===== src/hw/sgti_pkg.sv =====
/*
  Constants for the spray gun trigger interlock block.
  Assumes a 200 MHz system clock.
*/
package sgti_pkg;
  // ==========================================================
  // Timing
  localparam longint unsigned CLK_HZ = 64'd200_000_000;
  localparam int LAMP_TEST_S = 3;
  localparam int REV_SHOW_S = 1;
  localparam longint unsigned LAMP_TEST_CYC = CLK_HZ * LAMP_TEST_S;
  localparam longint unsigned REV_SHOW_CYC = CLK_HZ * REV_SHOW_S;
  localparam int FLASH_HALF_CYC = 20_000_000;
  // ==========================================================
  // Settings
  localparam logic [6:0] KV_MIN = 7'h19;
  localparam logic [6:0] KV_MAX = 7'h64;
  localparam logic [6:0] KV_RST = 7'h3F;
  localparam logic TRIG_TYPE_RST = 1'b0;
  localparam logic TRIG_EXTERNAL = 1'b0;
  localparam logic TRIG_CONTINUOUS = 1'b1;
  // ==========================================================
  // Display modes
  typedef enum logic [2:0] {
    SGTI_DSP_LAMP, SGTI_DSP_CONFIG, SGTI_DSP_SWREV, SGTI_DSP_HWREV, SGTI_DSP_RUN
  } sgti_disp_e;
endpackage : sgti_pkg


===== src/hw/sgti_sync_if.sv =====
/*
  Interface carrying synchronised field inputs and trigger edges into the interlock logic.
  Assumes both ends run on the same clock.
*/
`timescale 1ns/1ps
interface sgti_sync_if;
  logic trigger;
  logic lockIn;
  logic chamberClosed;
  logic trigRise;
  logic trigFall;
  modport src (output trigger, lockIn, chamberClosed, trigRise, trigFall);
  modport dst (input trigger, lockIn, chamberClosed, trigRise, trigFall);
endinterface : sgti_sync_if


===== src/hw/sgti_in_sync.sv =====
/*
  Three-stage synchronisers and trigger edge detection.
  Assumes asynchronous field inputs and one system clock.
*/
`timescale 1ns/1ps
module sgti_in_sync (
  input wire logic sys_clk,
  input wire logic rst_n,
  input wire logic trigIn,
  input wire logic lockIn,
  input wire logic chamberIn,
  sgti_sync_if.src out
);
  // ==========================================================
  // Synchronisers
  logic [2:0] s1_r, s2_r, s3_r, s1_nxt, s2_nxt, s3_nxt, val_r, val_nxt;
  logic rise_r, fall_r, rise_nxt, fall_nxt;
  always_comb begin
    s1_nxt = {chamberIn, lockIn, trigIn};
    s2_nxt = s1_r;
    s3_nxt = s2_r;
    val_nxt = val_r;
    // Change accepted only once the second and third stages agree
    for (int i = 0; i < 3; i++) begin
      if (s2_r[i] == s3_r[i]) begin
        val_nxt[i] = s3_r[i];
      end
    end
    rise_nxt = val_nxt[0] & ~val_r[0];
    fall_nxt = ~val_nxt[0] & val_r[0];
  end
  always_ff @(posedge sys_clk) begin
    if (!rst_n) begin
      s1_r <= 3'h0;
      s2_r <= 3'h0;
      s3_r <= 3'h0;
      val_r <= 3'h0; // Edge detector cleared at reset
      rise_r <= 1'b0;
      fall_r <= 1'b0;
    end else begin
      s1_r <= s1_nxt;
      s2_r <= s2_nxt;
      s3_r <= s3_nxt;
      val_r <= val_nxt;
      rise_r <= rise_nxt;
      fall_r <= fall_nxt;
    end
  end
  assign out.trigger = val_r[0];
  assign out.lockIn = val_r[1];
  assign out.chamberClosed = val_r[2];
  assign out.trigRise = rise_r;
  assign out.trigFall = fall_r;
endmodule : sgti_in_sync


===== src/hw/spray_gun_trigger_interlock.sv =====
/*
  Gun enable and interlock logic of a spray coating controller.
  Assumes one 200 MHz clock, synchronous reset and that saved
  settings are presented on restore ports from non-volatile storage.
*/
// Behaviour
// Lamp test: all lit three seconds
// Then show auto or manual configuration
// Software then hardware revision, one second each
// Restore saved settings after boot
// Spray only with trigger, closed, unlocked
// Trigger blocked: system off, LED flashes
// No trigger: system off, LED dark
// Short circuit flashes voltage display
// Gun follows production trigger automatically
// Local key may switch triggered gun off
// Re-arm needs trigger fall then rise; a second key press also re-arms here
// Closing chamber does not re-arm gun
// Trigger type: 0 external, 1 continuous
// Lock blocks triggering, cuts voltage, air
// Lock shows lock indication text
// Operator should leave key at activate
// Voltage setpoint clamped 25 to 100 kV; zero is kept as a no-charge setting
// Inputs synchronised, edge detector reset
`timescale 1ns/1ps
module spray_gun_trigger_interlock #(
  parameter longint unsigned LAMP_CYC = sgti_pkg::LAMP_TEST_CYC,
  parameter longint unsigned REV_CYC = sgti_pkg::REV_SHOW_CYC,
  parameter int FLASH_CYC = sgti_pkg::FLASH_HALF_CYC,
  parameter logic [9:0] SW_REV = 10'h064,
  parameter logic [9:0] HW_REV = 10'h065
) (
  input wire logic sys_clk,
  input wire logic rst_n,
  input wire logic trigIn,
  input wire logic lockIn,
  input wire logic chamberIn,
  input wire logic keyPress,
  input wire logic autoGunCfg,
  input wire logic shortCircuit,
  input wire logic restoreValid,
  input wire logic restoreTrigType,
  input wire logic [6:0] restoreKv,
  input wire logic setTrigType,
  input wire logic setTrigTypeStb,
  input wire logic [6:0] setKv,
  input wire logic setKvStb,
  output logic lampTest,
  output logic [2:0] dispMode,
  output logic [9:0] dispValue,
  output logic configAuto,
  output logic bootDone,
  output logic hvEnable,
  output logic airEnable,
  output logic spraying,
  output logic trigLed,
  output logic kvDispFlash,
  output logic kvDispOff,
  output logic lockText,
  output logic trigType,
  output logic [6:0] kvSetpoint
);
  // Counters are 32 bits wide; the lamp test must last two cycles at least
  if (LAMP_CYC < 2 || REV_CYC < 1 || FLASH_CYC < 1 ||
      LAMP_CYC > 64'hFFFF_FFFF || REV_CYC > 64'hFFFF_FFFF) begin : g_bad_timing
    $error("timing counts out of range");
  end
  sgti_sync_if syn();
  sgti_in_sync u_sync (
    .sys_clk(sys_clk),
    .rst_n(rst_n),
    .trigIn(trigIn),
    .lockIn(lockIn),
    .chamberIn(chamberIn),
    .out(syn.src)
  );
  // ==========================================================
  // Boot display sequence
  sgti_pkg::sgti_disp_e disp_r, disp_nxt;
  logic [31:0] bootCnt_r, bootCnt_nxt;
  logic [31:0] bootLimit;
  logic cfgAuto_r, cfgAuto_nxt;
  always_comb begin
    disp_nxt = disp_r;
    bootCnt_nxt = bootCnt_r + 32'h1;
    cfgAuto_nxt = cfgAuto_r;
    bootLimit = 32'(REV_CYC);
    case (disp_r)
      sgti_pkg::SGTI_DSP_LAMP: begin
        bootLimit = 32'(LAMP_CYC);
        cfgAuto_nxt = autoGunCfg;
      end
      default: begin
      end
    endcase
    if (disp_r != sgti_pkg::SGTI_DSP_RUN && bootCnt_r >= bootLimit - 32'h1) begin
      bootCnt_nxt = 32'h0;
      case (disp_r)
        sgti_pkg::SGTI_DSP_LAMP: disp_nxt = sgti_pkg::SGTI_DSP_CONFIG;
        sgti_pkg::SGTI_DSP_CONFIG: disp_nxt = sgti_pkg::SGTI_DSP_SWREV;
        sgti_pkg::SGTI_DSP_SWREV: disp_nxt = sgti_pkg::SGTI_DSP_HWREV;
        default: disp_nxt = sgti_pkg::SGTI_DSP_RUN;
      endcase
    end
    if (disp_r == sgti_pkg::SGTI_DSP_RUN) begin
      bootCnt_nxt = 32'h0;
    end
  end
  always_ff @(posedge sys_clk) begin
    if (!rst_n) begin
      disp_r <= sgti_pkg::SGTI_DSP_LAMP;
      bootCnt_r <= 32'h0;
      cfgAuto_r <= 1'b0;
    end else begin
      disp_r <= disp_nxt;
      bootCnt_r <= bootCnt_nxt;
      cfgAuto_r <= cfgAuto_nxt;
    end
  end
  wire running = (disp_r == sgti_pkg::SGTI_DSP_RUN);
  // ==========================================================
  // Settings, restored once boot completes
  logic trigType_r, trigType_nxt, restored_r, restored_nxt;
  logic [6:0] kv_r, kv_nxt;
  function automatic logic [6:0] clampKv(input logic [6:0] v);
    if (v == 7'h00) begin
      return 7'h00; // Zero is a legal "no charge" setting
    end else if (v < sgti_pkg::KV_MIN) begin
      return sgti_pkg::KV_MIN;
    end else if (v > sgti_pkg::KV_MAX) begin
      return sgti_pkg::KV_MAX;
    end
    return v;
  endfunction : clampKv
  always_comb begin
    trigType_nxt = trigType_r;
    kv_nxt = kv_r;
    restored_nxt = restored_r;
    if (running && !restored_r && restoreValid) begin
      trigType_nxt = restoreTrigType;
      kv_nxt = clampKv(restoreKv);
      restored_nxt = 1'b1;
    end else if (running && restored_r) begin
      if (setTrigTypeStb) begin
        trigType_nxt = setTrigType;
      end
      if (setKvStb) begin
        kv_nxt = clampKv(setKv);
      end
    end
  end
  always_ff @(posedge sys_clk) begin
    if (!rst_n) begin
      trigType_r <= sgti_pkg::TRIG_TYPE_RST;
      kv_r <= sgti_pkg::KV_RST;
      restored_r <= 1'b0;
    end else begin
      trigType_r <= trigType_nxt;
      kv_r <= kv_nxt;
      restored_r <= restored_nxt;
    end
  end
  // ==========================================================
  // Gun arming and interlock
  // The key toggles the local enable; after a local switch-off, a second key press or a
  // trigger fall then rise re-arms, so closing the chamber never restarts.
  logic localOff_r, localOff_nxt, sawFall_r, sawFall_nxt;
  logic [31:0] flashCnt_r, flashCnt_nxt;
  logic flash_r, flash_nxt;
  logic gunOn, blocked;
  always_comb begin
    localOff_nxt = localOff_r;
    sawFall_nxt = sawFall_r;
    if (keyPress && running) begin
      localOff_nxt = ~localOff_r;
      // A fall in the switch-off cycle still counts, so the set wins
      sawFall_nxt = ~localOff_r & syn.trigFall;
    end else if (localOff_r && syn.trigFall) begin
      sawFall_nxt = 1'b1;
    end else if (localOff_r && sawFall_r && syn.trigRise) begin
      localOff_nxt = 1'b0;
      sawFall_nxt = 1'b0;
    end
    flashCnt_nxt = flashCnt_r + 32'h1;
    flash_nxt = flash_r;
    if (flashCnt_r >= 32'(FLASH_CYC) - 32'h1) begin
      flashCnt_nxt = 32'h0;
      flash_nxt = ~flash_r;
    end
  end
  always_ff @(posedge sys_clk) begin
    if (!rst_n) begin
      localOff_r <= 1'b0;
      sawFall_r <= 1'b0;
      flashCnt_r <= 32'h0;
      flash_r <= 1'b0;
    end else begin
      localOff_r <= localOff_nxt;
      sawFall_r <= sawFall_nxt;
      flashCnt_r <= flashCnt_nxt;
      flash_r <= flash_nxt;
    end
  end
  wire trigSrc = (trigType_r == sgti_pkg::TRIG_CONTINUOUS) ? 1'b1 : syn.trigger;
  assign blocked = syn.lockIn || !syn.chamberClosed || localOff_r;
  assign gunOn = running && trigSrc && !blocked;
  // ==========================================================
  // Output registers
  always_ff @(posedge sys_clk) begin
    if (!rst_n) begin
      lampTest <= 1'b1;
      dispMode <= 3'h0;
      dispValue <= 10'h000;
      configAuto <= 1'b0;
      bootDone <= 1'b0;
      hvEnable <= 1'b0;
      airEnable <= 1'b0;
      spraying <= 1'b0;
      trigLed <= 1'b0;
      kvDispFlash <= 1'b0;
      kvDispOff <= 1'b0;
      lockText <= 1'b0;
      trigType <= sgti_pkg::TRIG_TYPE_RST;
      kvSetpoint <= sgti_pkg::KV_RST;
    end else begin
      lampTest <= (disp_nxt == sgti_pkg::SGTI_DSP_LAMP);
      dispMode <= disp_nxt;
      dispValue <= (disp_nxt == sgti_pkg::SGTI_DSP_SWREV) ? SW_REV :
                   (disp_nxt == sgti_pkg::SGTI_DSP_HWREV) ? HW_REV :
                   {3'h0, kv_r};
      configAuto <= cfgAuto_nxt;
      bootDone <= running && restored_r;
      hvEnable <= gunOn;
      airEnable <= gunOn;
      spraying <= gunOn;
      // Steady on while spraying, flashing when blocked, dark without trigger
      trigLed <= gunOn ? 1'b1 : (running && trigSrc) ? flash_r : 1'b0;
      kvDispFlash <= shortCircuit && running;
      kvDispOff <= localOff_r && running;
      lockText <= syn.lockIn && running;
      trigType <= trigType_r;
      kvSetpoint <= kv_r;
    end
  end
endmodule : spray_gun_trigger_interlock


===== config.mk =====
export PLATFORM = sky130hd
export DESIGN_NAME = spray_gun_trigger_interlock
export DESIGN_NICKNAME = d
export VERILOG_FILES = /design/src/hw/sgti_pkg.sv /design/src/hw/sgti_sync_if.sv /design/src/hw/sgti_in_sync.sv /design/src/hw/spray_gun_trigger_interlock.sv
export SDC_FILE = /design/constraint.sdc
export NUM_CORES = 1
export LEC_CHECK = 0
export ABC_AREA = 1
export BUFFER_PORTS_ARGS = -buffer_cell sky130_fd_sc_hd__buf_4
export CORE_UTILIZATION = 46
export CTS_BUF_LIST = sky130_fd_sc_hd__clkbuf_8
export CTS_CLUSTER_SIZE = 16
export DETAILED_ROUTE_END_ITERATION = 8
export PLACE_DENSITY_LB_ADDON = 0.12
export RECOVER_POWER = 25
export SLEW_MARGIN = 0
export SYNTH_ARGS = -nofsm -noshare
export SYNTH_HDL_FRONTEND = slang
export SYNTH_HIERARCHICAL = 1
export SYNTH_SLANG_ARGS = --single-unit

===== constraint.sdc =====
create_clock -name sys_clk -period 5.5 [get_ports sys_clk]
set_input_delay 0.55 -clock sys_clk [delete_from_list [all_inputs] [get_ports sys_clk]]
set_output_delay 0.55 -clock sys_clk [all_outputs]
set_load 0.02 [all_outputs]

==> qor.yml <==
status: "finished, final reports clean"
post_cts_buffers: 0
path_class: "in -> reg"
avgSynthCellArea_um2: 7.40
synth_edf_count: 0
synthToLayoutAreaGrowth_pct: 18.6
clk_path_buf_depth: 2
wl_met1_mm: 5.00
skew_ns: 0.0115
wl_per_cell_um: 11.4
num_rows: 37
core_um2: 10500
clk_pin_slew_ns: 0.08
vias_per_cell: 4.81
met2_length_mm: 4.89
routed-via-count: 4336
hold_violations: 0
first_iter_violations: 161
powerDensity_nw_per_um2: 304
start_util: 0.483
final_area_um2: 5990
cts-root-buf: "clkbuf_8"
die_h_um: 107
numPortBuffers: 54
ant_nets: 0
met3_wirelength_um: 360
timing.fmax_mhz: 360
startpoint_type: "input port"
reg2reg_depth: 13
tns_ns: 0
crit_arrival_ns: 3.12
layout-drive-gt1-share: 0.149
grt_pass1_wl_mm: 17.4
grt-ovfl-total: 0
cts_made_buffers: 17
hold_path_depth: 3
place_ws_ns: 3.30
endpoint_kind: "flip-flop"
async_reset_ff_frac: 0
path_max_fanout: 33
worstPathRequired_ns: 5.84
synth_cell_type_count: 40
pin_count: 58
report.final.slew_viol_count: 0
p_leak_uw: 0.00246
cts_tree: "built"
ir_drop_mv: 0.180
cts_sinks: 116
ctsResizeCount: 0
dp_hpwl_mm: 7.58
rsz0062_at_grt: "no"
antenna_cells: 0
maxSlewHeadroom: 0.0441
postCtsHoldBufs: 0
die_x_um: 107
ys_ff_latch: 116
max_stage_delay_ns: 1.02
antenna_found_initial: 0
grt_usage: 0.194
die-area_um2: 11400
synth_area_um2: 5050
worst_slew_pin_slew_ns: 1.43
placed_area_um2: 5570
total_power_uw: 1820
drc: 0
worstHoldPathType: "in -> reg"
clk_latency_ns: 0.43
nNetsFinal: 782
synth-seq-area-share: 0.460
setup_ws_ns: 2.72
htree_levels: 4
synthCells: 682
gp_congestion: 0.842
utilization: 0.572
drv_cap: 0
drt_first_pass_iters: 4
routed_wl_mm: 10.3
finalSetupViolCount: 0
fin_crit_ns: 2.78
first_global_vias: 4020
ys.flop_type: "dfxtp_1"
ys_warn_count: 6
dr.max_layer_used: "met4"
fin_crit_sh: 0.506
cp_slowest_cell: "clkbuf_1"
grt_max_degree: 34
crit_path_cell_trace: "clkbuf_1, inv_1, nor3_4, inv_2, nor3_1"
[routing by layer]
metal,track usage,vias to the layer above
met1,0.245,1971
met3,0.0517,5
met5,0,-
met4,0.0861,0
li1,-,2298
met2,0.311,62
[Yosys cell counts, drive strengths merged, types with 6 or more instances]
library cell	count	area, um^2
dfxtp	116	2320
buf	10	81.3
xnor2	6	52.6
inv	106	400
a21oi	35	186
nor3	31	201
nor2	107	444
nand3	36	185
xor2	13	114
nor4	9	56.3
nand2	134	520
nand4	10	62.6
o21ai	31	155
[cells by family after synthesis]
family	Yosys count	share of synthesized area
AOI/OAI and AO/OA	79	0.0862
xor gates and xnor gates	19	0.0330
adders and majority gates	3	0.00743
buffers and inverters	120	0.0984
DFF	116	0.460
other	1	0.000743
and+or+nand+nor	344	0.314
[state kept, by name (all words and copies together), names as in the netlist, 3 cells and up]
name	count
dispMode	3
u_sync/s2_r	3
kvSetpoint	7
dispValue	7
flashCnt_r	32
kv_r	7
u_sync/s3_r	3
u_sync/s1_r	3
bootCnt_r	32
u_sync/val_r	3
[final timing paths]
| kind | start | endpoint | slack [ns] |
|---|---|---|---|
| setup / recovery | rst_n | bootCnt_r[11] | 2.72 |
| setup reg to reg | dispMode[1] | bootCnt_r[11] | 3.27 |
| hold reg to reg | u_sync/s1_r[0] | u_sync/s2_r[0] | 0.42 |
| hold / removal | lockIn | u_sync/s1_r[1] | 0.31 |
[cell type report]
cell class / instances / area [um^2]
Inverter: 106 / 400
Fill cell: 1014 / 4470
Tap cell: 136 / 170
Multi-Input combinational cell: 457 / 2270
Clock inverter: 11 / 148
Sequential cell: 116 / 2320
Clock buffer: 21 / 289
Timing Repair Buffer: 54 / 387
[power breakdown]
| group | internal, uW | switching, uW | leakage [uW] |
|---|---|---|---|
| logic | 42.6 | 70.2 | 0.00131 |
| registers | 858 | 9.42 | 0.000944 |
| clock network | 497 | 344 | 0.000210 |
| total | 1400 | 423 | 0.00246 |
[critical path: cells and delay by family]
kind | cells | cell delay [ns]
buf+inv | 3 | 1.95
simple gates | 2 | 0.60
[cells in the final DEF, fill, tap and decap left out, drive strengths merged]
master / count
a21boi: 1
a21oi: 35
a31oi: 5
and3: 2
buf: 49
bufinv: 3
clkbuf: 26
clkinv: 4
clkinvlp: 4
conb: 12
dfxtp: 116
ha: 3
inv: 106
nand2: 134
nand3: 36
nand3b: 4
nand4: 10
nor2: 107
nor3: 31
nor3b: 5
nor4: 9
o2111ai: 1
o211ai: 4
o21a: 1
o21ai: 31
o32ai: 1
or2: 5
or3: 1
xnor2: 6
xor2: 13
[per-stage QoR]
step | cells | hold WS [ns]
after detailed placement | 869 | 0.401
after CTS | 901 | 0.279
final | 901 | 0.305
after global placement | 869 | 0.395
after floorplan | 693 | 0.386
after global routing | 901 | 0.286
(Power assumes the default switching activity.)
